===== config.mk =====
export PLATFORM = sky130hd
export DESIGN_NAME = ccdo_core
export DESIGN_NICKNAME = d
export VERILOG_FILES = /design/src/ccdo_pkg.sv /design/src/ccdo_core.sv
export VERILOG_INCLUDE_DIRS = /design/src
export SDC_FILE = /design/constraint.sdc
export NUM_CORES = 2
export LEC_CHECK = 0
export BUFFER_PORTS_ARGS = -buffer_cell sky130_fd_sc_hd__buf_2
export CAP_MARGIN = 20
export CORE_MARGIN = 2
export CORE_UTILIZATION = 30
export DETAILED_ROUTE_END_ITERATION = 6
export GPL_TIMING_DRIVEN = 1
export SYNTH_ARGS = -nofsm -noshare
export SYNTH_HDL_FRONTEND = slang
export SYNTH_SLANG_ARGS = --single-unit

===== constraint.sdc =====
create_clock -name pclk -period 11.3 [get_ports pclk]
set_input_delay 0 -clock pclk [delete_from_list [all_inputs] [get_ports pclk]]
set_output_delay 0 -clock pclk [all_outputs]
set_load 0.02 [all_outputs]

===== src/ccdo_cfg.svh =====
// Summary of operation
// RULE1: call pushes return, loads page-latched target
// RULE2: absolute call two cycles, flags untouched
// RULE3: indirect call uses working register, page latch
// RULE4: watchdog clear zeroes counter, sets flags
// RULE5: complement file, destination bit, zero flag
// RULE6: clear file register, zero flag set
// RULE7: decrement file, destination bit, zero flag
// RULE8: clear working register, zero flag set
// RULE9: decrement skip on zero, two cycles, flagless
// RULE10: zero flag follows eight-bit result
`ifndef CCDO_CFG_SVH
`define CCDO_CFG_SVH

// ----------------------------------------
// register byte offsets
// ----------------------------------------
`define CCDO_OFF_CMD       12'h000
`define CCDO_OFF_WREG      12'h004
`define CCDO_OFF_PC        12'h008
`define CCDO_OFF_PAGE      12'h00C
`define CCDO_OFF_STATUS    12'h010
`define CCDO_OFF_STACK     12'h014
`define CCDO_OFF_WDOG      12'h018
`define CCDO_FILE_BASE_HI  3'h1

// ----------------------------------------
// command word fields
// ----------------------------------------
`define CCDO_CMD_OP_HI     3
`define CCDO_CMD_DEST_BIT  7
`define CCDO_CMD_F_LO      8
`define CCDO_CMD_F_HI      14
`define CCDO_CMD_K_LO      16
`define CCDO_CMD_K_HI      26

// ----------------------------------------
// opcodes
// ----------------------------------------
`define CCDO_OP_NOP        4'h0
`define CCDO_OP_CALL       4'h1
`define CCDO_OP_CALL_IND   4'h2
`define CCDO_OP_WDCLR      4'h3
`define CCDO_OP_COMP_FILE  4'h4
`define CCDO_OP_CLR_FILE   4'h5
`define CCDO_OP_DEC_FILE   4'h6
`define CCDO_OP_CLR_W      4'h7
`define CCDO_OP_DECSKIP    4'h8

// ----------------------------------------
// reset values and array depths
// ----------------------------------------
`define CCDO_RST_PC        15'h0000
`define CCDO_RST_WREG      8'h00
`define CCDO_RST_PAGE      7'h00
`define CCDO_STACK_DEPTH   16
`define CCDO_FILE_DEPTH    128

`endif


===== src/ccdo_pkg.sv =====
package ccdo_pkg;

  typedef enum logic {
    ccdo_run,
    ccdo_second
  } ccdo_state_e;

  typedef logic [3:0] ccdo_op_t;

endpackage


===== src/ccdo_core.sv =====
`timescale 1ns/1ps
`include "ccdo_cfg.svh"

module ccdo_core (
  // apb clock and reset
  input  wire logic        pclk,
  input  wire logic        presetn,
  // apb request
  input  wire logic        psel,
  input  wire logic        penable,
  input  wire logic        pwrite,
  input  wire logic [11:0] paddr,
  input  wire logic [31:0] pwdata,
  // apb answer
  output logic      [31:0] prdata,
  output logic             pready,
  output logic             pslverr
);

  // ----------------------------------------
  // decode helpers
  // ----------------------------------------
  function automatic logic addr_is(input logic [11:0] a, input logic [11:0] off);
    addr_is = (a == off);
  endfunction

  function automatic logic file_hit(input logic [11:0] a);
    file_hit = (a[11:9] == `CCDO_FILE_BASE_HI);
  endfunction

  function automatic logic is_call(input ccdo_pkg::ccdo_op_t o);
    is_call = (o == `CCDO_OP_CALL) || (o == `CCDO_OP_CALL_IND);
  endfunction

  // ----------------------------------------
  // state
  // ----------------------------------------
  logic [7:0]          file_mem [`CCDO_FILE_DEPTH];
  logic [14:0]         return_stack [`CCDO_STACK_DEPTH];
  logic [3:0]          stack_ptr;
  logic [14:0]         pc;
  logic [7:0]          wreg;
  logic [6:0]          program_page_latch;
  logic                zero_flag;
  logic                timeout_flag;
  logic                power_down_flag;
  logic [15:0]         watchdog_counter;
  logic [7:0]          watchdog_prescaler;
  ccdo_pkg::ccdo_state_e state;

  logic                busy;
  logic                access;
  logic                wr_en;
  logic                cmd_go;
  logic                mapped;
  ccdo_pkg::ccdo_op_t  op;
  logic                dest_file;
  logic [6:0]          f_addr;
  logic [10:0]         k_lit;
  logic [7:0]          f_val;
  logic [7:0]          f_dec;
  logic [7:0]          result;
  logic                res_to_file;
  logic                res_to_w;
  logic                upd_zero;
  logic                two_cycle;
  logic [14:0]         ret_addr;
  logic [31:0]         next_prdata;

  assign busy     = (state == ccdo_pkg::ccdo_second);
  assign pready   = ~busy;
  assign access   = psel & penable & pready;
  assign wr_en    = access & pwrite;
  assign cmd_go   = wr_en & addr_is(paddr, `CCDO_OFF_CMD);
  assign mapped   = file_hit(paddr) | addr_is(paddr, `CCDO_OFF_CMD)
                  | addr_is(paddr, `CCDO_OFF_WREG) | addr_is(paddr, `CCDO_OFF_PC)
                  | addr_is(paddr, `CCDO_OFF_PAGE) | addr_is(paddr, `CCDO_OFF_STATUS)
                  | addr_is(paddr, `CCDO_OFF_STACK) | addr_is(paddr, `CCDO_OFF_WDOG);
  assign pslverr  = psel & penable & ~mapped;

  assign op        = pwdata[`CCDO_CMD_OP_HI:0];
  assign dest_file = pwdata[`CCDO_CMD_DEST_BIT];
  assign f_addr    = pwdata[`CCDO_CMD_F_HI:`CCDO_CMD_F_LO];
  assign k_lit     = pwdata[`CCDO_CMD_K_HI:`CCDO_CMD_K_LO];
  assign f_val     = file_mem[f_addr];
  assign f_dec     = f_val - 8'h01;
  assign ret_addr  = pc + 15'h0001;

  // ----------------------------------------
  // operation decode
  // ----------------------------------------
  always_comb begin
    result      = 8'h00;
    res_to_file = 1'b0;
    res_to_w    = 1'b0;
    upd_zero    = 1'b0;
    two_cycle   = 1'b0;
    case (op)
      `CCDO_OP_CALL, `CCDO_OP_CALL_IND: begin
        two_cycle = 1'b1; // RULE2 RULE3
      end
      `CCDO_OP_COMP_FILE: begin
        result      = ~f_val; // RULE5
        res_to_file = dest_file;
        res_to_w    = ~dest_file;
        upd_zero    = 1'b1;
      end
      `CCDO_OP_CLR_FILE: begin
        result      = 8'h00; // RULE6
        res_to_file = 1'b1;
        upd_zero    = 1'b1;
      end
      `CCDO_OP_DEC_FILE: begin
        result      = f_dec; // RULE7
        res_to_file = dest_file;
        res_to_w    = ~dest_file;
        upd_zero    = 1'b1;
      end
      `CCDO_OP_CLR_W: begin
        result   = 8'h00; // RULE8
        res_to_w = 1'b1;
        upd_zero = 1'b1;
      end
      `CCDO_OP_DECSKIP: begin
        result      = f_dec; // RULE9
        res_to_file = dest_file;
        res_to_w    = ~dest_file;
        two_cycle   = (f_dec == 8'h00);
      end
      default: begin
        result = 8'h00;
      end
    endcase
  end

  // ----------------------------------------
  // instruction cycle sequencing
  // ----------------------------------------
  // all architectural effects land on the first cycle; the second only holds off the bus
  always_ff @(posedge pclk or negedge presetn) begin
    if (!presetn) begin
      state <= ccdo_pkg::ccdo_run;
    end else begin
      case (state)
        ccdo_pkg::ccdo_run: begin
          if (cmd_go && two_cycle) begin
            state <= ccdo_pkg::ccdo_second; // RULE2 RULE9
          end
        end
        ccdo_pkg::ccdo_second: begin
          state <= ccdo_pkg::ccdo_run;
        end
        default: begin
          state <= ccdo_pkg::ccdo_run;
        end
      endcase
    end
  end

  // ----------------------------------------
  // program counter and return stack
  // ----------------------------------------
  always_ff @(posedge pclk or negedge presetn) begin
    if (!presetn) begin
      pc <= `CCDO_RST_PC;
    end else if (cmd_go) begin
      case (op)
        `CCDO_OP_CALL:    pc <= {program_page_latch[6:3], k_lit}; // RULE1
        `CCDO_OP_CALL_IND: pc <= {program_page_latch, wreg}; // RULE3
        `CCDO_OP_DECSKIP: pc <= two_cycle ? pc + 15'h0002 : ret_addr; // RULE9
        default:          pc <= ret_addr;
      endcase
    end else if (wr_en && addr_is(paddr, `CCDO_OFF_PC)) begin
      pc <= pwdata[14:0];
    end
  end

  // overflow simply wraps; nothing in the core resets the pointer on overflow
  always_ff @(posedge pclk or negedge presetn) begin
    if (!presetn) begin
      stack_ptr <= 4'h0;
    end else if (cmd_go && is_call(op)) begin
      stack_ptr <= stack_ptr + 4'h1; // RULE1 RULE3
    end
  end

  always_ff @(posedge pclk) begin
    if (cmd_go && is_call(op)) begin
      return_stack[stack_ptr] <= ret_addr; // RULE1 RULE3
    end
  end

  // ----------------------------------------
  // working register, page latch, file
  // ----------------------------------------
  always_ff @(posedge pclk or negedge presetn) begin
    if (!presetn) begin
      wreg <= `CCDO_RST_WREG;
    end else if (cmd_go && res_to_w) begin
      wreg <= result; // RULE5 RULE7 RULE8 RULE9
    end else if (wr_en && addr_is(paddr, `CCDO_OFF_WREG)) begin
      wreg <= pwdata[7:0];
    end
  end

  always_ff @(posedge pclk or negedge presetn) begin
    if (!presetn) begin
      program_page_latch <= `CCDO_RST_PAGE;
    end else if (wr_en && addr_is(paddr, `CCDO_OFF_PAGE)) begin
      program_page_latch <= pwdata[6:0];
    end
  end

  always_ff @(posedge pclk) begin
    if (cmd_go && res_to_file) begin
      file_mem[f_addr] <= result; // RULE5 RULE6 RULE7 RULE9
    end else if (wr_en && file_hit(paddr)) begin
      file_mem[paddr[8:2]] <= pwdata[7:0];
    end
  end

  // ----------------------------------------
  // status flags
  // ----------------------------------------
  always_ff @(posedge pclk or negedge presetn) begin
    if (!presetn) begin
      zero_flag <= 1'b0;
    end else if (cmd_go && upd_zero) begin
      zero_flag <= (result == 8'h00); // RULE10 RULE6 RULE8
    end
  end

  // ----------------------------------------
  // watchdog counter
  // ----------------------------------------
  always_ff @(posedge pclk or negedge presetn) begin
    if (!presetn) begin
      watchdog_prescaler <= 8'h00;
      watchdog_counter   <= 16'h0000;
      timeout_flag       <= 1'b1;
      power_down_flag    <= 1'b1;
    end else if (cmd_go && op == `CCDO_OP_WDCLR) begin
      watchdog_prescaler <= 8'h00; // RULE4
      watchdog_counter   <= 16'h0000;
      timeout_flag       <= 1'b1;
      power_down_flag    <= 1'b1;
    end else begin
      watchdog_prescaler <= watchdog_prescaler + 8'h01;
      if (watchdog_prescaler == 8'hFF) begin
        watchdog_counter <= watchdog_counter + 16'h0001;
        // flag is active low: a wrap marks a timeout
        if (watchdog_counter == 16'hFFFF) begin
          timeout_flag <= 1'b0;
        end
      end
    end
  end

  // ----------------------------------------
  // apb read data, captured in the setup cycle
  // ----------------------------------------
  always_comb begin
    next_prdata = 32'h0000_0000;
    if (file_hit(paddr)) begin
      next_prdata = {24'h00_0000, file_mem[paddr[8:2]]};
    end else if (addr_is(paddr, `CCDO_OFF_WREG)) begin
      next_prdata = {24'h00_0000, wreg};
    end else if (addr_is(paddr, `CCDO_OFF_PC)) begin
      next_prdata = {17'h0_0000, pc};
    end else if (addr_is(paddr, `CCDO_OFF_PAGE)) begin
      next_prdata = {25'h000_0000, program_page_latch};
    end else if (addr_is(paddr, `CCDO_OFF_STATUS)) begin
      next_prdata = {28'h000_0000, busy, power_down_flag, timeout_flag, zero_flag};
    end else if (addr_is(paddr, `CCDO_OFF_STACK)) begin
      next_prdata = {12'h000, stack_ptr, 1'b0, return_stack[stack_ptr - 4'h1]};
    end else if (addr_is(paddr, `CCDO_OFF_WDOG)) begin
      next_prdata = {8'h00, watchdog_prescaler, watchdog_counter};
    end
  end

  always_ff @(posedge pclk or negedge presetn) begin
    if (!presetn) begin
      prdata <= 32'h0000_0000;
    end else if (psel && !penable && !pwrite) begin
      prdata <= next_prdata;
    end
  end

endmodule


After elaboration in Yosys (flattened, before gate mapping)
Memory sizes are Yosys's and may differ from the RTL's.
Cells that the tools add are included.
{ "op_classes": {"n_addsub": 7, "eq_ne": 17, "muxes": 36, "bitwise": 16, "reduce_logical": 28} }
{ "op_table": {"columns": ["op", "n"], "rows": [
  ["2-to-1 mux 24 bit", 7],
  ["2-to-1 mux 15 bit", 3],
  ["one-hot mux 15 bit (3 select lines)", 1],
  ["equality test 12 x 5 -> 1 bit, second input constant", 3],
  ["2-to-1 mux 16 bit", 2],
  ["2-to-1 mux 8 bit", 4],
  ["equality test 12 x 4 -> 1 bit, second input constant", 2],
  ["adder 16 x 1 -> 16 bit, second input constant", 1],
  ["equality test 16 bit, second input constant", 1],
  ["equality test 4 x 3 -> 1 bit, second input constant", 4],
  ["logical NOT 8 bit", 2],
  ["one-hot mux 8 bit (2 select lines)", 1],
  ["adder 15 x 1 -> 15 bit, second input constant", 1],
  ["adder 15 x 2 -> 15 bit, second input constant", 1],
  ["2-to-1 mux 1 bit", 13],
  ["equality test 12 x 3 -> 1 bit, second input constant", 1],
  ["logical AND 1 bit", 12],
  ["logical NOT 12 bit", 1],
  ["adder 8 x 1 -> 8 bit, second input constant", 1],
  ["equality test 4 x 2 -> 1 bit, second input constant", 2],
  ["equality test 8 bit, second input constant", 1],
  ["NOT 8 bit", 1],
  ["one-hot mux 1 bit (2 select lines)", 4],
  ["nonzero test 2 bit", 4],
  ["other kinds (17)", 31]
]} }
{ "word_totals": {"regBits": 93, "ramBits": 1264, "inputBits": 49, "output_inout_bits": 34, "n_memories": 2} }
{ "memory_table": {"columns": ["memory", "depth", "width", "rd", "rd_ports_with_merged_regs", "write_ports", "line_no", "text"], "rows": [
  ["file_mem", 128, 8, 2, 0, 1, "ccdo_core.sv:38", "logic [7:0] file_mem [`CCDO_FILE_DEPTH];"],
  ["return_stack", 16, 15, 1, 0, 1, "ccdo_core.sv:39", "logic [14:0] return_stack [`CCDO_STACK_DEPTH];"]
]} }

Logic depth before layout (Yosys ltp)
{ "depth": {"word_depth": 10, "ltp_mapped": 21, "mapped_depth_nobuf": 15} }

Worst setup path after synthesis
No wires, ideal clock.
{ "synth_path": {"kind": "in2reg", "from": "input pwdata[8]", "to": "memory file_mem[0][4], data pin", "setup_time_ns": 1.225, "arrival_time_ns": 7.818, "t_required_ns": 10.075, "path_slack_ns": 2.256, "path_stages": 14, "cell_sequence": "buf_6 -> buf_8 -> buf_8 -> mux4_2 -> nand2_1 -> a31oi_1 -> mux4_2 -> mux2i_2 -> ha_1 -> clkbuf_1 -> nand2_1 -> o22ai_1 -> mux2i_1 -> o31ai_1"} }
{ "synth_between": {"elab_chain_len": 4} }
{ "synth_lines": {"columns": ["element", "line_no", "text"], "rows": [
  ["start, declared", "ccdo_core.sv:13", "input wire logic [31:0] pwdata,"],
  ["memory (128 x 8 bit) (*)", null, null],
  ["subtractor 8 x 1 -> 8 bit / NOT 8 bit (equally long branches)", "ccdo_core.sv:86, ccdo_core.sv:103", null],
  ["one-hot mux 8 bit (2 select lines) (*)", "ccdo_core.sv:98", "case (op)"],
  ["2-to-1 mux 8 bit (no line) (*)", null, null],
  ["end, declared", "ccdo_core.sv:38", null]
]} }
Mark *: on every way between the ends. The rest lies on a longest branch, timed or not.

Worst setup path after layout
{ "layout_path": {"from": "input pwdata[9]", "to": "memory file_mem[59][6], data pin"} }
Same word-level chain as after synthesis.

==> results.cfg <==
[global_routing]
gr-total-overflow = 0
grt_usage_pct = 17.1
grt_max_degree = 113
first_global_vias = 36474
grt_first_pass_wirelength_um = 267000
antenna_found_initial = 14

[clock_tree]
cts_made_buffers = 142
cts_tree = done
clock_latency_ns = 0.81
post-cts-setup-buffer-count = 0
cts_buffer_depth = 3
cts_root_buf = clkbuf_16
clk_pin_slew_ns = 0.06
htreeDepth = 4
cts_sinks = 1349

[status]
outcome = complete, no violations

[yosys]
synth_top_cell_by_area = edfxtp_1
post_synth.cell_area_avg_um2 = 18.1
ys_warn_count = 0
syn-instance-count = 3504
synth_enable_flop_cells = 1264
synthTopCellsByArea = edfxtp_1 60%, mux4_2 21%, dfrtp_1 3.3%, mux2i_1 2.8%, nor2_1 1.4%
synth_top_area_share_pct = 60.0
synthFlopType = edfxtp_1
syn-cell-area_um2 = 63300
synth_cell_types = 73
async_reset_ff_share_pct = 6.30
ys_ff_latch = 1349
yosysSeqAreaShare_pct = 63.3

[floorplanning]
start_util_pct = 30.2
io_pins = 83
placementRows = 168
core_um2 = 210000
fp.dieW_um = 463
die-area_um2 = 215000
dieHeight_um = 463

[cells_and_area]
drive_above_1_share_pct = 28.7
fillCellCount = 19705
layout.nets = 3682
layout_common_cells = 1264 x edfxtp_1, 600 x mux4_2, 234 x nor2_1
seq_area_um2 = 40100
final_common_cell = edfxtp_1
layout-area-overhead-vs-synth_pct = 13.9
multi_input_area_um2 = 22000
final_util_pct = 34.4

[worst_setup_path]
crit_arrival_ns = 6.65
critPathLaunchType = input pin
r2r_setup_slack_ns = 5.79
end_kind = register
cp.required_ns = 11.73
crit_fanout = 96
worstSetupPathType = in -> reg

[hold_path]
hold_path_class = in -> reg

[pwr]
power_density_nw_per_um2 = 153
p_leak_nw = 23.7
ir_drop_v = 0.000142

[sta]
rsz0062_at_grt = no
setup_tns_ns = 0
hold_viol_final = 0
timing.slew.headroom_pct = 21.7
max_freq_mhz = 161
worst_slew_pin_slew_ns = 1.17
setup_ws_ns = 5.08
drv_slew = 0
skew_ns = 0.0420
finalCriticalPeriod_ns = 6.22
finalSetupViolCount = 0
min_period_over_period_pct = 55.1

[route]
via_per_inst = 5.59
vias = 36568
drc_errors = 0
antenna_left = 0
avgRoutedWirePerCell_um = 28.5
drtPass1Iterations = 5
drt_iter0_drc = 4637
finalWirelength_um = 187000

[run]
maxCapViolCount = 0

[placement]
place_ws_ns = 4.45
port_buffers = 68
gp_congestion = 0.877
dp_hpwl_um = 119000
==> kinds of logic (layout without fill, tap and decap cells) <==
group / after synthesis / in the layout / share of synthesized area [%]
mux: 809 / 809 / 24.8
buf+inv: 277 / 504 / 2.31
compound gates: 394 / 394 / 4.20
simple gates: 617 / 617 / 4.45
other cells: 1 / 9 / 0.00592
fa+ha+maj: 11 / 11 / 0.217
flops: 1349 / 1349 / 63.3
xor+xnor: 46 / 46 / 0.637
==> timing repair <==
item / CTS / global route
setup endpoints to repair: 0 / 0
hold buffers: 32 / 0
endpoints found under the hold margin: 223 / 0
gates resized for setup: 0 / 0
==> worst max-delay path: stages <==
cell and delay (ns):
buf_8 0.49, buf_4 0.60, nor2b_4 0.41, buf_4 0.61, a22oi_1 0.20, a21oi_1 0.19, a31oi_1 0.13, mux4_2 0.64
mux2i_2 0.47, ha_1 0.42, nand2_1 0.12, nor3_1 0.31, a211o_1 0.17, nand2_1 0.11, o21ai_4 0.69, buf_4 0.85
==> through the flow <==
stage | instance area (um2) | hold WS, ns | power, mW | cells
after global routing | 72100 | 0.119 | 11.3 | 6544
after global placement | 66900 | -0.106 | 6.42 | 6233
final | 72100 | 0.120 | 11.0 | 6544
after CTS | 72000 | 0.0696 | 11.1 | 6534
after floorplan | 63300 | -0.296 | 6.15 | 3511
after detailed placement | 67000 | -0.106 | 6.42 | 6242
==> synth_stat cells (21+ instances only) <==
| master | instances |
|---|---|
| nand2_1 | 152 |
| buf_1 | 39 |
| mux2i_1 | 175 |
| nor3_1 | 25 |
| a211oi_1 | 21 |
| buf_2 | 37 |
| xnor2_1 | 25 |
| a22oi_1 | 88 |
| a31oi_1 | 24 |
| dfrtp_1 | 84 |
| o21ai_0 | 72 |
| mux2_2 | 27 |
| nor2b_1 | 33 |
| nand3_1 | 50 |
| nor2_1 | 244 |
| a21oi_1 | 80 |
| edfxtp_1 | 1264 |
| xor2_1 | 21 |
| buf_6 | 22 |
| mux4_2 | 600 |
| nand2b_1 | 38 |
| clkbuf_1 | 139 |
==> layout make-up <==
type	count	share of cell area [%]
Sequential cell	1349	55.6
Multi-Input combinational cell	1885	30.5
Clock buffer	176	5.11
Tap cell	2805	4.87
Clock inverter	84	1.27
Inverter	12	0.0625
Antenna cell	1	0.00347
Timing Repair Buffer	232	2.61
==> state kept, by name, summed over array words and instances, names as in the netlist <==
name                flops
wreg                    8
timeout_flag            1
watchdog_counter       16
stack_ptr               4
return_stack          240
busy                    1
pc                     15
program_page_latch      7
prdata                 24
zero_flag               1
watchdog_prescaler      8
file_mem             1024
==> worst paths after layout <==
path / from / end / depth (start not counted)
max in group asynchronous: presetn / stack_ptr[0] / 4
worst max register to register: file_mem[105][0] / file_mem[59][6] / 12
worst min register to register: prdata[7] / prdata[7] / 2
worst min-delay path: pwdata[4] / program_page_latch[4] / 3
min in group asynchronous: presetn / prdata[11] / 4
worst max-delay path: pwdata[9] / file_mem[59][6] / 16
==> power breakdown <==
part	leakage [nW]	internal, mW	switching [mW]
combinational	8.23	0.299	0.527
sequential	13.2	5.50	0.00828
clock	2.21	2.64	2.02
==> per-layer routing <==
layer / share of wire (%) / GRT usage [%] / wire (um)
met5: 0.033 / 0 / 61
met4: 3.9 / 6.39 / 7230
met3: 8.4 / 3.50 / 15700
met2: 48 / 27.8 / 89800
met1: 40 / 22.5 / 73900
No activity file was read; power rests on OpenSTA's default activity.
